[src/include/rtsp_pkg.sv]
// Ring protection switch constants
package rtsp_pkg;

    // Stream and frame layout
    localparam int          RTSP_DATA_W     = 8;
    localparam int          RTSP_POS_W      = 8;
    localparam int          RTSP_FRAME_LEN  = 66;
    localparam int          RTSP_GROUP_SLOTS = 8;
    localparam int          RTSP_APS_W      = 16;
    localparam logic [7:0]  RTSP_K1_POS     = 8'h00;
    localparam logic [7:0]  RTSP_K2_POS     = 8'h01;
    localparam logic [7:0]  RTSP_PAY_POS    = 8'h02;
    localparam logic [1:0]  RTSP_APS_ACCEPT = 2'h3;

    // Fill bytes
    localparam logic [7:0]  RTSP_AIS_BYTE   = 8'hFF;
    localparam logic [7:0]  RTSP_UNEQ_FILL  = 8'h00;
    localparam logic [7:0]  RTSP_UNEQ_PTR   = 8'h0A;

    // Register byte offsets
    localparam logic [7:0]  OFS_CTRL        = 8'h00;
    localparam logic [7:0]  OFS_SLOT_USE    = 8'h04;
    localparam logic [7:0]  OFS_SQUELCH     = 8'h08;
    localparam logic [7:0]  OFS_APS_TX      = 8'h0C;
    localparam logic [7:0]  OFS_APS_RX_W    = 8'h10;
    localparam logic [7:0]  OFS_APS_RX_E    = 8'h14;
    localparam logic [7:0]  OFS_STATE       = 8'h18;
    localparam logic [7:0]  OFS_IRQ_STAT    = 8'h1C;
    localparam logic [7:0]  OFS_IRQ_MASK    = 8'h20;

    // Control register fields
    localparam int          CTRL_FORCE_W    = 0;
    localparam int          CTRL_FORCE_E    = 1;
    localparam int          CTRL_AUTO       = 2;
    localparam int          CTRL_REPORT     = 3;
    localparam int          CTRL_SRC_W_LSB  = 4;
    localparam int          CTRL_SRC_E_LSB  = 6;
    localparam logic [31:0] CTRL_MASK       = 32'h0000_00FF;
    localparam logic [31:0] CTRL_RST        = 32'h0000_0004;

    // Other reset values
    localparam logic [15:0] SLOT_USE_RST    = 16'h0000;
    localparam logic [15:0] SQUELCH_RST     = 16'h0000;
    localparam logic [31:0] APS_TX_RST      = 32'h0000_0000;
    localparam logic [3:0]  IRQ_MASK_RST    = 4'h0;

    // Interrupt status bits
    localparam int          IRQ_W           = 4;
    localparam int          IRQ_APS_W       = 0;
    localparam int          IRQ_APS_E       = 1;
    localparam int          IRQ_FAIL_W      = 2;
    localparam int          IRQ_FAIL_E      = 3;

    // Protection output source
    typedef enum logic [1:0] {
        RTSP_SRC_UNEQ     = 2'b00,
        RTSP_SRC_EXTRA    = 2'b01,
        RTSP_SRC_WORK_OWN = 2'b11,
        RTSP_SRC_WORK_OPP = 2'b10
    } rtsp_src_e;

endpackage : rtsp_pkg

[src/rtl/rtsp_aps_rx.sv]
// Signalling receiver
`timescale 1ns/1ns
module rtsp_aps_rx
    import rtsp_pkg::*;
(
    input  wire logic                   hclk,
    input  wire logic                   hresetn,
    input  wire logic                   k1_stb,
    input  wire logic                   k2_stb,
    input  wire logic [RTSP_DATA_W-1:0] data,
    output logic      [RTSP_APS_W-1:0]  aps,
    output logic                        aps_new
);

    logic [RTSP_DATA_W-1:0] k1_r;
    logic [RTSP_APS_W-1:0]  cand_r;
    logic [1:0]             cnt_r;
    logic [RTSP_APS_W-1:0]  aps_r;
    logic                   new_r;

    wire logic [RTSP_APS_W-1:0] value   = {k1_r, data};
    wire logic                  same    = (value == cand_r);
    wire logic [1:0]            cnt_nxt = !same ? 2'h1 :
                                          (cnt_r == RTSP_APS_ACCEPT) ? cnt_r : cnt_r + 2'h1;
    wire logic                  accept  = k2_stb && (cnt_nxt == RTSP_APS_ACCEPT)
                                          && (value != aps_r);

    always_ff @(posedge hclk or negedge hresetn)
    begin
        if (!hresetn)
        begin
            k1_r   <= 8'h00;
            cand_r <= 16'h0000;
            cnt_r  <= 2'h0;
            aps_r  <= 16'h0000;
            new_r  <= 1'b0;
        end
        else
        begin
            new_r <= accept;
            if (k1_stb)
                k1_r <= data;
            if (k2_stb)
            begin
                cand_r <= value;
                cnt_r  <= cnt_nxt;
            end
            if (accept)
                aps_r <= value;
        end
    end

    assign aps     = aps_r;
    assign aps_new = new_r;

endmodule : rtsp_aps_rx

[src/rtl/rtsp_ring_switch.sv]
// Ring protection switch
// Contract
// - Working B: own working A or opposite protection.
// - Working A output comes from its working B input.
// - Protection A: unequipped, extra or working B.
// - Unused protection slots: unequipped VC-4, valid pointer.
// - Misconnected protection slots get all-ones.
// - Unequipped insertion follows the path structure map.
// - Trail source passes data, clock, frame start.
// - Trail fail follows server fail; report is fail AND enable.
// - Outgoing payload alternates protection and working bytes, 8 slot pairs per side.
// - Outgoing signalling word goes into K1 and K2.
// - Incoming groups split; fail passes on, degrade only drives selection.
// - Sixteen signalling bits from K1 and K2.
// - New signalling value after three identical frames.
`timescale 1ns/1ns
module rtsp_ring_switch
    import rtsp_pkg::*;
#(
    parameter int FRAME_LEN = RTSP_FRAME_LEN
)
(
    input  wire logic                   hclk,
    input  wire logic                   hresetn,
    input  wire logic                   hsel,
    input  wire logic [31:0]            haddr,
    input  wire logic [1:0]             htrans,
    input  wire logic                   hwrite,
    input  wire logic [2:0]             hsize,
    input  wire logic [31:0]            hwdata,
    input  wire logic                   hready,
    output logic                        hreadyout,
    output logic [31:0]                 hrdata,
    output logic                        hresp,
    output logic                        irq,
    input  wire logic                   ring_clk,
    input  wire logic                   ring_fs,
    input  wire logic [RTSP_DATA_W-1:0] a_w_rx_data,
    input  wire logic [RTSP_DATA_W-1:0] a_e_rx_data,
    input  wire logic                   server_fail_in_w,
    input  wire logic                   server_fail_in_e,
    input  wire logic                   server_degrade_in_w,
    input  wire logic                   server_degrade_in_e,
    output logic                        a_tx_clk,
    output logic                        a_tx_fs,
    output logic [RTSP_DATA_W-1:0]      a_w_tx_data,
    output logic [RTSP_DATA_W-1:0]      a_e_tx_data,
    input  wire logic [RTSP_DATA_W-1:0] b_w_work_in,
    input  wire logic [RTSP_DATA_W-1:0] b_e_work_in,
    input  wire logic [RTSP_DATA_W-1:0] b_w_extra_in,
    input  wire logic [RTSP_DATA_W-1:0] b_e_extra_in,
    output logic [RTSP_DATA_W-1:0]      b_w_work_out,
    output logic [RTSP_DATA_W-1:0]      b_e_work_out,
    output logic [RTSP_DATA_W-1:0]      b_w_prot_out,
    output logic [RTSP_DATA_W-1:0]      b_e_prot_out,
    output logic                        b_w_work_fail,
    output logic                        b_e_work_fail,
    output logic                        trail_fail_action_w,
    output logic                        trail_fail_action_e,
    output logic                        correlated_fail_report_w,
    output logic                        correlated_fail_report_e
);

    localparam int                    SYNC_W   = 6 + 6 * RTSP_DATA_W;
    localparam logic [RTSP_POS_W-1:0] POS_LAST = RTSP_POS_W'(FRAME_LEN - 1);

    // Outgoing line byte
    function automatic logic [RTSP_DATA_W-1:0] rtsp_tx_byte(
        input logic                   k1,
        input logic                   k2,
        input logic                   work,
        input logic                   ptr,
        input logic                   used,
        input logic                   squelch,
        input logic [1:0]             src,
        input logic [RTSP_APS_W-1:0]  aps,
        input logic [RTSP_DATA_W-1:0] work_own,
        input logic [RTSP_DATA_W-1:0] work_opp,
        input logic [RTSP_DATA_W-1:0] extra
    );
        logic [RTSP_DATA_W-1:0] b;
        b = ptr ? RTSP_UNEQ_PTR : RTSP_UNEQ_FILL;
        if (k1)
            b = aps[15:8];
        else if (k2)
            b = aps[7:0];
        else if (work)
            b = work_own;
        else if (squelch)
            b = RTSP_AIS_BYTE;
        else if (used)
        begin
            unique case (rtsp_src_e'(src))
                RTSP_SRC_UNEQ:     b = ptr ? RTSP_UNEQ_PTR : RTSP_UNEQ_FILL;
                RTSP_SRC_EXTRA:    b = extra;
                RTSP_SRC_WORK_OWN: b = work_own;
                RTSP_SRC_WORK_OPP: b = work_opp;
            endcase
        end
        return b;
    endfunction : rtsp_tx_byte

    // Input synchroniser
    logic [SYNC_W-1:0] sync1_r;
    logic [SYNC_W-1:0] sync2_r;
    logic              clk_d_r;

    wire logic [SYNC_W-1:0] async_in = {ring_clk, ring_fs,
                                        server_fail_in_w, server_fail_in_e,
                                        server_degrade_in_w, server_degrade_in_e,
                                        a_w_rx_data, a_e_rx_data,
                                        b_w_work_in, b_e_work_in,
                                        b_w_extra_in, b_e_extra_in};

    wire logic                   clk_s   = sync2_r[SYNC_W-1];
    wire logic                   fs_s    = sync2_r[SYNC_W-2];
    wire logic                   sf_w_s  = sync2_r[SYNC_W-3];
    wire logic                   sf_e_s  = sync2_r[SYNC_W-4];
    wire logic                   sd_w_s  = sync2_r[SYNC_W-5];
    wire logic                   sd_e_s  = sync2_r[SYNC_W-6];
    wire logic [RTSP_DATA_W-1:0] aw_s    = sync2_r[6*RTSP_DATA_W-1 -: RTSP_DATA_W];
    wire logic [RTSP_DATA_W-1:0] ae_s    = sync2_r[5*RTSP_DATA_W-1 -: RTSP_DATA_W];
    wire logic [RTSP_DATA_W-1:0] bww_s   = sync2_r[4*RTSP_DATA_W-1 -: RTSP_DATA_W];
    wire logic [RTSP_DATA_W-1:0] bew_s   = sync2_r[3*RTSP_DATA_W-1 -: RTSP_DATA_W];
    wire logic [RTSP_DATA_W-1:0] bwx_s   = sync2_r[2*RTSP_DATA_W-1 -: RTSP_DATA_W];
    wire logic [RTSP_DATA_W-1:0] bex_s   = sync2_r[RTSP_DATA_W-1 -: RTSP_DATA_W];
    wire logic                   tick    = clk_s & ~clk_d_r;
    wire logic                   ftick   = ~clk_s & clk_d_r;

    always_ff @(posedge hclk or negedge hresetn)
    begin
        if (!hresetn)
        begin
            sync1_r <= '0;
            sync2_r <= '0;
            clk_d_r <= 1'b0;
        end
        else
        begin
            sync1_r <= async_in;
            sync2_r <= sync1_r;
            clk_d_r <= clk_s;
        end
    end

    // Frame position counter
    logic [RTSP_POS_W-1:0] pos_r;

    wire logic [RTSP_POS_W-1:0] cur_pos  = fs_s ? '0 : pos_r;
    wire logic                  is_k1    = (cur_pos == RTSP_K1_POS);
    wire logic                  is_k2    = (cur_pos == RTSP_K2_POS);
    wire logic                  is_pay   = (cur_pos >= RTSP_PAY_POS);
    wire logic [RTSP_POS_W-1:0] pay_idx  = cur_pos - RTSP_PAY_POS;
    wire logic                  is_work  = is_pay & pay_idx[0];
    wire logic                  is_prot  = is_pay & ~pay_idx[0];
    wire logic [2:0]            pair     = pay_idx[3:1];
    wire logic                  ptr_row  = (pay_idx[RTSP_POS_W-1:4] == '0);

    always_ff @(posedge hclk or negedge hresetn)
    begin
        if (!hresetn)
            pos_r <= '0;
        else if (tick)
            pos_r <= (cur_pos == POS_LAST) ? '0 : cur_pos + 1'b1;
    end

    // Registers
    logic [31:0]            ctrl_r;
    logic [15:0]            slot_use_r;
    logic [15:0]            squelch_r;
    logic [31:0]            aps_tx_r;
    logic [IRQ_W-1:0]       irq_stat_r;
    logic [IRQ_W-1:0]       irq_mask_r;
    logic                   wr_pend_r;
    logic [7:0]             wr_addr_r;
    logic [31:0]            hrdata_r;
    logic                   irq_r;

    // Signalling receivers
    logic [RTSP_APS_W-1:0] aps_rx_w;
    logic [RTSP_APS_W-1:0] aps_rx_e;
    logic                  aps_new_w;
    logic                  aps_new_e;

    rtsp_aps_rx u_aps_rx_w (
        .hclk    (hclk),
        .hresetn (hresetn),
        .k1_stb  (tick & is_k1),
        .k2_stb  (tick & is_k2),
        .data    (aw_s),
        .aps     (aps_rx_w),
        .aps_new (aps_new_w)
    );

    rtsp_aps_rx u_aps_rx_e (
        .hclk    (hclk),
        .hresetn (hresetn),
        .k1_stb  (tick & is_k1),
        .k2_stb  (tick & is_k2),
        .data    (ae_s),
        .aps     (aps_rx_e),
        .aps_new (aps_new_e)
    );

    // Sink selection
    wire logic auto_en = ctrl_r[CTRL_AUTO];
    wire logic sel_w   = ctrl_r[CTRL_FORCE_W] | (auto_en & (sf_w_s | sd_w_s));
    wire logic sel_e   = ctrl_r[CTRL_FORCE_E] | (auto_en & (sf_e_s | sd_e_s));

    // Outgoing bytes
    wire logic [RTSP_DATA_W-1:0] tx_w = rtsp_tx_byte(is_k1, is_k2, is_work, ptr_row,
        slot_use_r[{1'b0, pair}],
        squelch_r[{1'b0, pair}],
        ctrl_r[CTRL_SRC_W_LSB +: 2],
        aps_tx_r[15:0], bww_s, bew_s, bwx_s);
    wire logic [RTSP_DATA_W-1:0] tx_e = rtsp_tx_byte(is_k1, is_k2, is_work, ptr_row,
        slot_use_r[{1'b1, pair}],
        squelch_r[{1'b1, pair}],
        ctrl_r[CTRL_SRC_E_LSB +: 2],
        aps_tx_r[31:16], bew_s, bww_s, bex_s);

    // Data path
    logic [RTSP_DATA_W-1:0] w_prot_hold_r;
    logic [RTSP_DATA_W-1:0] e_prot_hold_r;
    logic [RTSP_DATA_W-1:0] a_w_tx_r;
    logic [RTSP_DATA_W-1:0] a_e_tx_r;
    logic                   a_tx_clk_r;
    logic                   a_tx_fs_r;
    logic [RTSP_DATA_W-1:0] b_w_work_r;
    logic [RTSP_DATA_W-1:0] b_e_work_r;
    logic [RTSP_DATA_W-1:0] b_w_prot_r;
    logic [RTSP_DATA_W-1:0] b_e_prot_r;
    logic                   b_w_fail_r;
    logic                   b_e_fail_r;
    logic                   tfa_w_r;
    logic                   tfa_e_r;
    logic                   cfr_w_r;
    logic                   cfr_e_r;

    always_ff @(posedge hclk or negedge hresetn)
    begin
        if (!hresetn)
        begin
            w_prot_hold_r <= '0;
            e_prot_hold_r <= '0;
            a_w_tx_r      <= '0;
            a_e_tx_r      <= '0;
            a_tx_fs_r     <= 1'b0;
            b_w_work_r    <= '0;
            b_e_work_r    <= '0;
            b_w_prot_r    <= '0;
            b_e_prot_r    <= '0;
        end
        else if (tick)
        begin
            a_w_tx_r  <= tx_w;
            a_e_tx_r  <= tx_e;
            a_tx_fs_r <= (cur_pos == '0);
            if (is_prot)
            begin
                w_prot_hold_r <= aw_s;
                e_prot_hold_r <= ae_s;
                b_w_prot_r    <= aw_s;
                b_e_prot_r    <= ae_s;
            end
            if (is_work)
            begin
                b_w_work_r <= sel_w ? e_prot_hold_r : aw_s;
                b_e_work_r <= sel_e ? w_prot_hold_r : ae_s;
            end
        end
    end

    // Outgoing line clock
    always_ff @(posedge hclk or negedge hresetn)
    begin
        if (!hresetn)
            a_tx_clk_r <= 1'b0;
        else if (ftick)
            a_tx_clk_r <= 1'b1;
        else if (tick)
            a_tx_clk_r <= 1'b0;
    end

    always_ff @(posedge hclk or negedge hresetn)
    begin
        if (!hresetn)
        begin
            tfa_w_r    <= 1'b0;
            tfa_e_r    <= 1'b0;
            cfr_w_r    <= 1'b0;
            cfr_e_r    <= 1'b0;
            b_w_fail_r <= 1'b0;
            b_e_fail_r <= 1'b0;
        end
        else
        begin
            tfa_w_r    <= sf_w_s;
            tfa_e_r    <= sf_e_s;
            cfr_w_r    <= sf_w_s & ctrl_r[CTRL_REPORT];
            cfr_e_r    <= sf_e_s & ctrl_r[CTRL_REPORT];
            b_w_fail_r <= sel_w ? sf_e_s : sf_w_s;
            b_e_fail_r <= sel_e ? sf_w_s : sf_e_s;
        end
    end

    // AHB-Lite slave, zero wait states
    wire logic       ahb_go  = hsel & htrans[1] & hready;
    wire logic [7:0] rd_ofs  = haddr[7:0];
    wire logic [7:0] wr_ofs  = wr_addr_r;
    wire logic [31:0] state_v = {26'h0, sd_e_s, sd_w_s, sf_e_s, sf_w_s, sel_e, sel_w};
    wire logic [31:0] rd_data =
        (rd_ofs == OFS_CTRL)     ? ctrl_r :
        (rd_ofs == OFS_SLOT_USE) ? {16'h0, slot_use_r} :
        (rd_ofs == OFS_SQUELCH)  ? {16'h0, squelch_r} :
        (rd_ofs == OFS_APS_TX)   ? aps_tx_r :
        (rd_ofs == OFS_APS_RX_W) ? {16'h0, aps_rx_w} :
        (rd_ofs == OFS_APS_RX_E) ? {16'h0, aps_rx_e} :
        (rd_ofs == OFS_STATE)    ? state_v :
        (rd_ofs == OFS_IRQ_STAT) ? {28'h0, irq_stat_r} :
        (rd_ofs == OFS_IRQ_MASK) ? {28'h0, irq_mask_r} : 32'h0000_0000;

    wire logic [IRQ_W-1:0] irq_set = {sf_e_s & ~tfa_e_r, sf_w_s & ~tfa_w_r,
                                      aps_new_e, aps_new_w};
    wire logic [IRQ_W-1:0] irq_clr = (wr_pend_r && wr_ofs == OFS_IRQ_STAT) ?
                                     hwdata[IRQ_W-1:0] : '0;

    always_ff @(posedge hclk or negedge hresetn)
    begin
        if (!hresetn)
        begin
            wr_pend_r <= 1'b0;
            wr_addr_r <= 8'h00;
            hrdata_r  <= 32'h0000_0000;
        end
        else
        begin
            wr_pend_r <= ahb_go & hwrite;
            if (ahb_go)
                wr_addr_r <= haddr[7:0];
            if (ahb_go && !hwrite)
                hrdata_r <= rd_data;
        end
    end

    always_ff @(posedge hclk or negedge hresetn)
    begin
        if (!hresetn)
        begin
            ctrl_r     <= CTRL_RST;
            slot_use_r <= SLOT_USE_RST;
            squelch_r  <= SQUELCH_RST;
            aps_tx_r   <= APS_TX_RST;
            irq_mask_r <= IRQ_MASK_RST;
        end
        else if (wr_pend_r)
        begin
            if (wr_ofs == OFS_CTRL)
                ctrl_r <= hwdata & CTRL_MASK;
            if (wr_ofs == OFS_SLOT_USE)
                slot_use_r <= hwdata[15:0];
            if (wr_ofs == OFS_SQUELCH)
                squelch_r <= hwdata[15:0];
            if (wr_ofs == OFS_APS_TX)
                aps_tx_r <= hwdata;
            if (wr_ofs == OFS_IRQ_MASK)
                irq_mask_r <= hwdata[IRQ_W-1:0];
        end
    end

    // Sticky status, set wins over clear
    always_ff @(posedge hclk or negedge hresetn)
    begin
        if (!hresetn)
        begin
            irq_stat_r <= '0;
            irq_r      <= 1'b0;
        end
        else
        begin
            irq_stat_r <= (irq_stat_r & ~irq_clr) | irq_set;
            irq_r      <= |(((irq_stat_r & ~irq_clr) | irq_set) & irq_mask_r);
        end
    end

    assign hreadyout = 1'b1;
    assign hresp = 1'b0;
    assign hrdata = hrdata_r;
    assign irq = irq_r;
    assign a_tx_clk = a_tx_clk_r;
    assign a_tx_fs = a_tx_fs_r;
    assign a_w_tx_data = a_w_tx_r;
    assign a_e_tx_data = a_e_tx_r;
    assign b_w_work_out = b_w_work_r;
    assign b_e_work_out = b_e_work_r;
    assign b_w_prot_out = b_w_prot_r;
    assign b_e_prot_out = b_e_prot_r;
    assign b_w_work_fail = b_w_fail_r;
    assign b_e_work_fail = b_e_fail_r;
    assign trail_fail_action_w = tfa_w_r;
    assign trail_fail_action_e = tfa_e_r;
    assign correlated_fail_report_w = cfr_w_r;
    assign correlated_fail_report_e = cfr_e_r;

endmodule : rtsp_ring_switch

[config.mk]
export PLATFORM = sky130hd
export DESIGN_NAME = rtsp_ring_switch
export DESIGN_NICKNAME = d
export VERILOG_FILES = /design/src/include/rtsp_pkg.sv /design/src/rtl/rtsp_aps_rx.sv /design/src/rtl/rtsp_ring_switch.sv
export SDC_FILE = /design/constraint.sdc
export NUM_CORES = 1
export LEC_CHECK = 0
export BUFFER_PORTS_ARGS = -buffer_cell sky130_fd_sc_hd__buf_2
export CORE_MARGIN = 2
export CORE_UTILIZATION = 50
export CTS_BUF_LIST = sky130_fd_sc_hd__clkbuf_8 sky130_fd_sc_hd__clkbuf_16
export DETAILED_ROUTE_END_ITERATION = 6
export PLACE_DENSITY = 0.71
export SETUP_SLACK_MARGIN = 0.4
export SLEW_MARGIN = 10
export SYNTH_ARGS = -nofsm -noshare
export SYNTH_HDL_FRONTEND = slang
export SYNTH_SLANG_ARGS = --single-unit
[constraint.sdc]
create_clock -name hclk -period 3.2 [get_ports hclk]
set_input_delay 0.48 -clock hclk [delete_from_list [all_inputs] [get_ports hclk]]
set_output_delay 0.48 -clock hclk [all_outputs]
set_load 0.01 [all_outputs]
# Word-level counts from Yosys, hierarchy flattened
# Index checks and enable logic that the tools add are counted.
[classes]
n_addsub = 4
n_reduce_logical = 22
n_lt_le_gt_ge = 3
bitwise = 28
n_eq_ne = 29
n_mux = 43
[ops]
columns = ["operator", "count"]
rows = [
  ["$mux 32", 4],
  ["$mux 8", 14],
  ["$pmux 8 s4", 2],
  ["$eq 8x5->1 const B", 5],
  ["$eq 16x16->1", 2],
  ["$eq 8x4->1 const B", 4],
  ["$mux 16", 2],
  ["$ne 16x16->1", 2],
  ["$logic_not 8->1", 3],
  ["$eq 2x2->1 const B", 8],
  ["$eq 8x3->1 const B", 2],
  ["$eq 8x6->1 const B", 2],
  ["$mux 4", 4],
  ["$and 1x1->1", 15],
  ["$reduce_and 2->1", 7],
  ["$bmux 1 s3", 4],
  ["$add 8x1->8 const B", 1],
  ["$and 4x4->4", 2],
  ["$eq 8x1->1 const B", 1],
  ["$eq 8x7->1 const B", 1],
  ["$ge 8x2->1 const B", 1],
  ["$mux 1", 8],
  ["$mux 2", 4],
  ["$sub 8x2->8 const B", 1],
  ["15 further kinds", 30],
]
[totals]
register_bits = 381
elab_cells = 167
output_inout_bits = 91
input_bits = 128

# Depth between registers and ports, before layout
[depth]
ltp_word = 10
depth_mapped = 13
ltp_nobuf = 8

# Cells and area by module
# From an unflattened synthesis, not the netlist that was laid out.
[hier_totals]
cells_unflattened = 1356
hier_area_um2 = 16674.7
[by_module_without_submodules]
columns = ["module", "area_per_inst_um2", "n_inst", "seq_area_each_um2", "cells_each"]
rows = [
  ["rtsp_ring_switch", 12630.9, 1, 7383.3, 1076],
  ["rtsp_aps_rx", 2021.9, 2, 1076.0, 140],
]

# Least setup slack after synthesis
# OpenSTA, ideal clock, no wires.
[synth_path]
path_type = "register to register"
start = "register sync2_r[52]"
end = "register a_w_tx_r[0], in the netlist a_w_tx_data[0]"
setup_time_ns = 0.123
required_ns = 3.077
period_less_slack_ns = 2.902
path_stages_with_launch = 11
path_buffers = 3
t_arrival_ns = 2.779
path_slack_ns = 0.298
cell_sequence = "dfrtp_1 -> buf_2 -> buf_1 -> nand2b_1 -> ha_1 -> buf_2 -> mux2_2 -> mux4_2 -> a22oi_1 -> o221ai_1 -> o221a_2"
[synth_between]
elab_chain_cells = 9
elab_cells_between_ends = 15
classes_between = "add/sub: 1; order compare: 1; eq/ne: 1; mux: 10; bitwise: 1; reduce/logical: 1"
[synth_lines]
columns = ["element", "line", "source"]
rows = [
  ["start, declared", "rtsp_ring_switch.sv:105", "logic [SYNC_W-1:0] sync2_r;"],
  ["start signal, assigned", "rtsp_ring_switch.sv:141", "sync2_r <= sync1_r;"],
  ["$mux 8 (*)", "rtsp_ring_switch.sv:149", "wire logic [RTSP_POS_W-1:0] cur_pos = fs_s ? '0 : pos_r;"],
  ["$sub 8x2->8", "rtsp_ring_switch.sv:153", "wire logic [RTSP_POS_W-1:0] pay_idx = cur_pos - RTSP_PAY_POS;"],
  ["$bmux 1 s3", "rtsp_ring_switch.sv:212", "slot_use_r[{1'b0, pair}],"],
  ["$mux 1 (implied by the code)", "rtsp_ring_switch.sv:212", ""],
  ["$mux 8", "rtsp_ring_switch.sv:91", "else if (used)"],
  ["$mux 8", "rtsp_ring_switch.sv:89", "else if (squelch)"],
  ["$mux 8", "rtsp_ring_switch.sv:87", "else if (work)"],
  ["$mux 8", "rtsp_ring_switch.sv:85", "else if (k2)"],
  ["$mux 8 (*)", "rtsp_ring_switch.sv:83", "if (k1)"],
  ["end signal, assigned", "rtsp_ring_switch.sv:256", "a_w_tx_r <= tx_w;"],
  ["end, declared", "rtsp_ring_switch.sv:225", "logic [RTSP_DATA_W-1:0] a_w_tx_r;"],
]
# Mark *: on every way between the ends. The rest lies on a longest branch, timed or not. The select of a mux whose other input is x is not followed.
# A chain may end at the register's enable or synchronous reset.

# Final worst setup path
# Ends and elaborated chain as after synthesis.

==> metrics.md <==
| Metric | Value |
|---|---|
| Total grt overflow | 0 |
| Final Cycle Share | 0.861 |
| FF-to-FF Start | sync2_r[52] |
| Global placement routability congestion | 0.922 |
| Flops & latches, synth | between 300 and 400 |
| Yosys top cell area share | 0.578 |
| Arrival @ worst endpoint | around 3.2 ns |
| Sequential-to-total area share from yosys stat | 0.579 |
| Status | finished clean |
| Final wirelength | between 40,000 and 50,000 microns |
| Port Buf Inserts | 188 |
| IO Pins | between 200 and 250 |
| Fin nets | about 1,700 |
| Die boundary height | approximately 190 microns |
| Share of layout cells above drive strength 1 | 0.291 |
| # fillers | between 2,000 and 3,000 |
| Routed WL per cell | 20.6 microns |
| Row count | 66 |
| Tightest Pin Transition | 0.771 ns |
| Number of synthesized flops with an enable pin | 0 |
| Post-route minimum period | approximately 2.8 ns |
| Commonest cells in the netlist | dfrtp_1, nand2_1, mux2_2 |
| Rel. slew slack | 0.484 |
| Core Box Area | 0.0325 sq mm |
| Post-synth cell types | 76 |
| Reg2Reg Depth | 8 |
| Crit-path slowest cell | mux4_2 |
| First-pass GRT wire length | 65,800 microns |
| First-pass detailed-route iteration total | 6 |
| Endpoint class of the critical path | flip-flop |
| Vias | 11,800 |
| Maximum VDD drop | 0.561 mV |
| Syn Inst Count | 1,413 |
| Most used DFF post-synth | dfrtp_1 |
| Final core occ | 0.599 |
| Fin Hold WS | between 0.04 and 0.05 ns |
| Final worst slack | ~0.45 ns |
| Power Density | 694 mW/mm^2 |
| Clk_lat worst skew | approximately 0.54 ns |
| Layout Cells excl Fill | ~2,100 |
| Die area | ~0.034 sq mm |
| Ys async rst share | 1.00 |
| Clock buffer depth | 3 |
| Setup TNS | 0 ns |
| Cell Count Post-Placement | 1,990 |
| Finish-stage setup viols | 0 |
| Place WS | 0.415 ns |
| Synthesis-to-finish area growth | 18.2% |
| Post-synthesis cell area | about 0.016 sq mm |
| H-tree depth | 2 |
| Critical path, cell by cell | nand2b_2, ha_4, buf_12, mux2_2, mux4_2, a22oi_1, o221ai_1, o221a_2 |
| HP Class | in -> reg |
| ANT nets after route | 0 |
| Worst Skew | 0.0188 ns |
| Syn Area/Cell | 11.6 sq um |
| TritonCTS clock tree | built |
| Critical Path Max Stage Delay | approximately 0.6 ns |
| CP Launch Type | flip-flop |
| Multi-input gate area | 0.00652 sq mm |
| Unrepaired setup endpoints after global routing | no |
| R2R Setup Slk | 0.45 ns |
| Crit path to | a_w_tx_data[0] |
| DR iter-0 viols | 1,070 |
| Post-synth top area cell | dfrtp_1 |
| Pin count of the biggest net entering global routing | 93 |
| Total CTS buffers | 40 |
| Clk slew on worst S/H paths | about 0.06 ns |
| FF-to-FF End | a_w_tx_data[0] |
| Crit path required time | roughly 3.6 ns |
| Synth top area cells | dfrtp_1, mux2_2, nand2_1 |
| # DRC | 0 |
| Critical path origin | sync2_r[52] |
| Die W | 185 microns |
| Via density | ~5.7 |
| Yosys Warn Count | 0 |
| P_leak | around 8.9 nW |
| Fmax | 0.363 GHz |
| Number of global-route vias before repair | 11,700 |
| Fin. Hold Viols | 0 |
| Maxcap violations | 0 |
| Cell with the most instances after synthesis | dfrtp_1 |
| Starting Density | 0.507 |
| CTS Sinks | 381 |
| Storage cell area | 0.00954 sq mm |
| Root Buffer | clkbuf_16 |
| Max FO, Critical Path | 7 |
| Net Count, Synth | approximately 1,500 |
| Post-DP HPWL | 30,000 microns |
| Initial antenna violation count | 5 |
| Global-route usage over all layers | 0.250 |
| Slew Viols, Final | 0 |
| Critical path class | reg -> reg |
-- cell usage in the layout, fill, tap and decap left out, types with 5 or more instances in the layout --
cell	instances
diode_2	5
o21ai_0	80
nand4_1	17
clkbuf_16	41
clkinv_2	6
a22oi_1	21
a21oi_1	52
a32oi_1	7
inv_1	22
a22o_1	14
o21a_1	10
buf_2	187
o22ai_1	15
a21o_1	5
mux2_1	26
buf_4	39
o221ai_1	9
nand3_1	32
xnor2_1	66
mux2i_1	31
nor3_1	12
nor2_1	42
dfrtp_1	379
clkbuf_8	12
o22a_1	6
nand2b_1	7
buf_12	5
nor2b_1	6
ha_1	6
nand2_1	220
mux2_2	147
-- per-stage QoR --
| step | instance area [sq um] | total power, mW |
|---|---|---|
| after floorplan | 16500 | 7.67 |
| after global placement | 17900 | 8.55 |
| after detailed placement | 17900 | 8.65 |
| after CTS | 19400 | 13.5 |
| after global routing | 19400 | 14.1 |
| final | 19500 | 13.5 |
-- layer usage --
metal  up-vias  share of wire  wire, microns  global-route usage
met4         0          0.034           1450              0.0822
met2       492           0.45          19200               0.374
met3       104          0.083           3550              0.0580
met1      5887           0.43          18600               0.360
li1       5350              -              -                   -
met5         -              0              0                   0
-- registers in the layout, indices dropped and copies added, names as in the netlist, 32 cells and up --
register  count
sync2_r      54
aps_tx_r     32
hrdata       32
sync1_r      54
-- logic make-up after synthesis --
| group | Yosys count | share of synthesized area |
|---|---|---|
| AO/OA/AOI/OAI | 264 | 0.105 |
| XOR/XNOR | 67 | 0.0361 |
| adder cells (fa/ha/maj) | 7 | 0.00532 |
| buffers and inverters | 111 | 0.0284 |
| flip-flops | 381 | 0.579 |
| multiplexers | 207 | 0.141 |
| other | 2 | 0.000456 |
| AND/OR/NAND/NOR | 374 | 0.104 |
-- what timing repair did --
| action | 4_1_cts | 5_1_grt |
|---|---|---|
| endpoints found under the setup margin | 3 | 33 |
| resized for setup | 0 | 5 |
| hold endpoints to repair | 18 | 0 |
| buffers inserted | 3 | 2 |
| gates cloned | 0 | 1 |
| pin swaps | 1 | 1 |
| hold buffers | 1 | 0 |
-- where the power goes --
part	leakage, nW	internal, mW	total [mW]	switching, mW
Sequential	4.64	5.54	6.21	0.677
Combinational	3.55	1.22	2.45	1.23
Clock	0.703	2.94	4.83	1.89
-- layout make-up --
type | instances | share of cell area
antenna | 5 | 0.000643
clock buffer | 53 | 0.0612
clock inverter | 20 | 0.0109
sequential | 381 | 0.490
timing repair buffer | 233 | 0.0696
inverter | 19 | 0.00367
multi-input combinational | 922 | 0.335
tap | 442 | 0.0284
-- worst max-delay path: cells and delay by family (launching register included) --
kind,cells,cell delay (ns)
flops,1,0.44
compound gates,3,0.50
fa+ha+maj,1,0.36
mux,2,0.96
simple gates,1,0.24
buf+inv,1,0.13
-- how the worst min path moves through the flow --
stage	from	to	cells past startpoint
floorplan	hresetn	a_e_tx_data[0]	0
global placement	sync1_r[46]	sync2_r[46]	0
detailed placement	sync1_r[18]	sync2_r[18]	0
CTS	a_w_rx_data[3]	sync1_r[43]	1
global route	a_w_rx_data[3]	sync1_r[43]	1
finish	a_e_rx_data[4]	sync1_r[36]	1
Power figures use the tool's default switching activity.
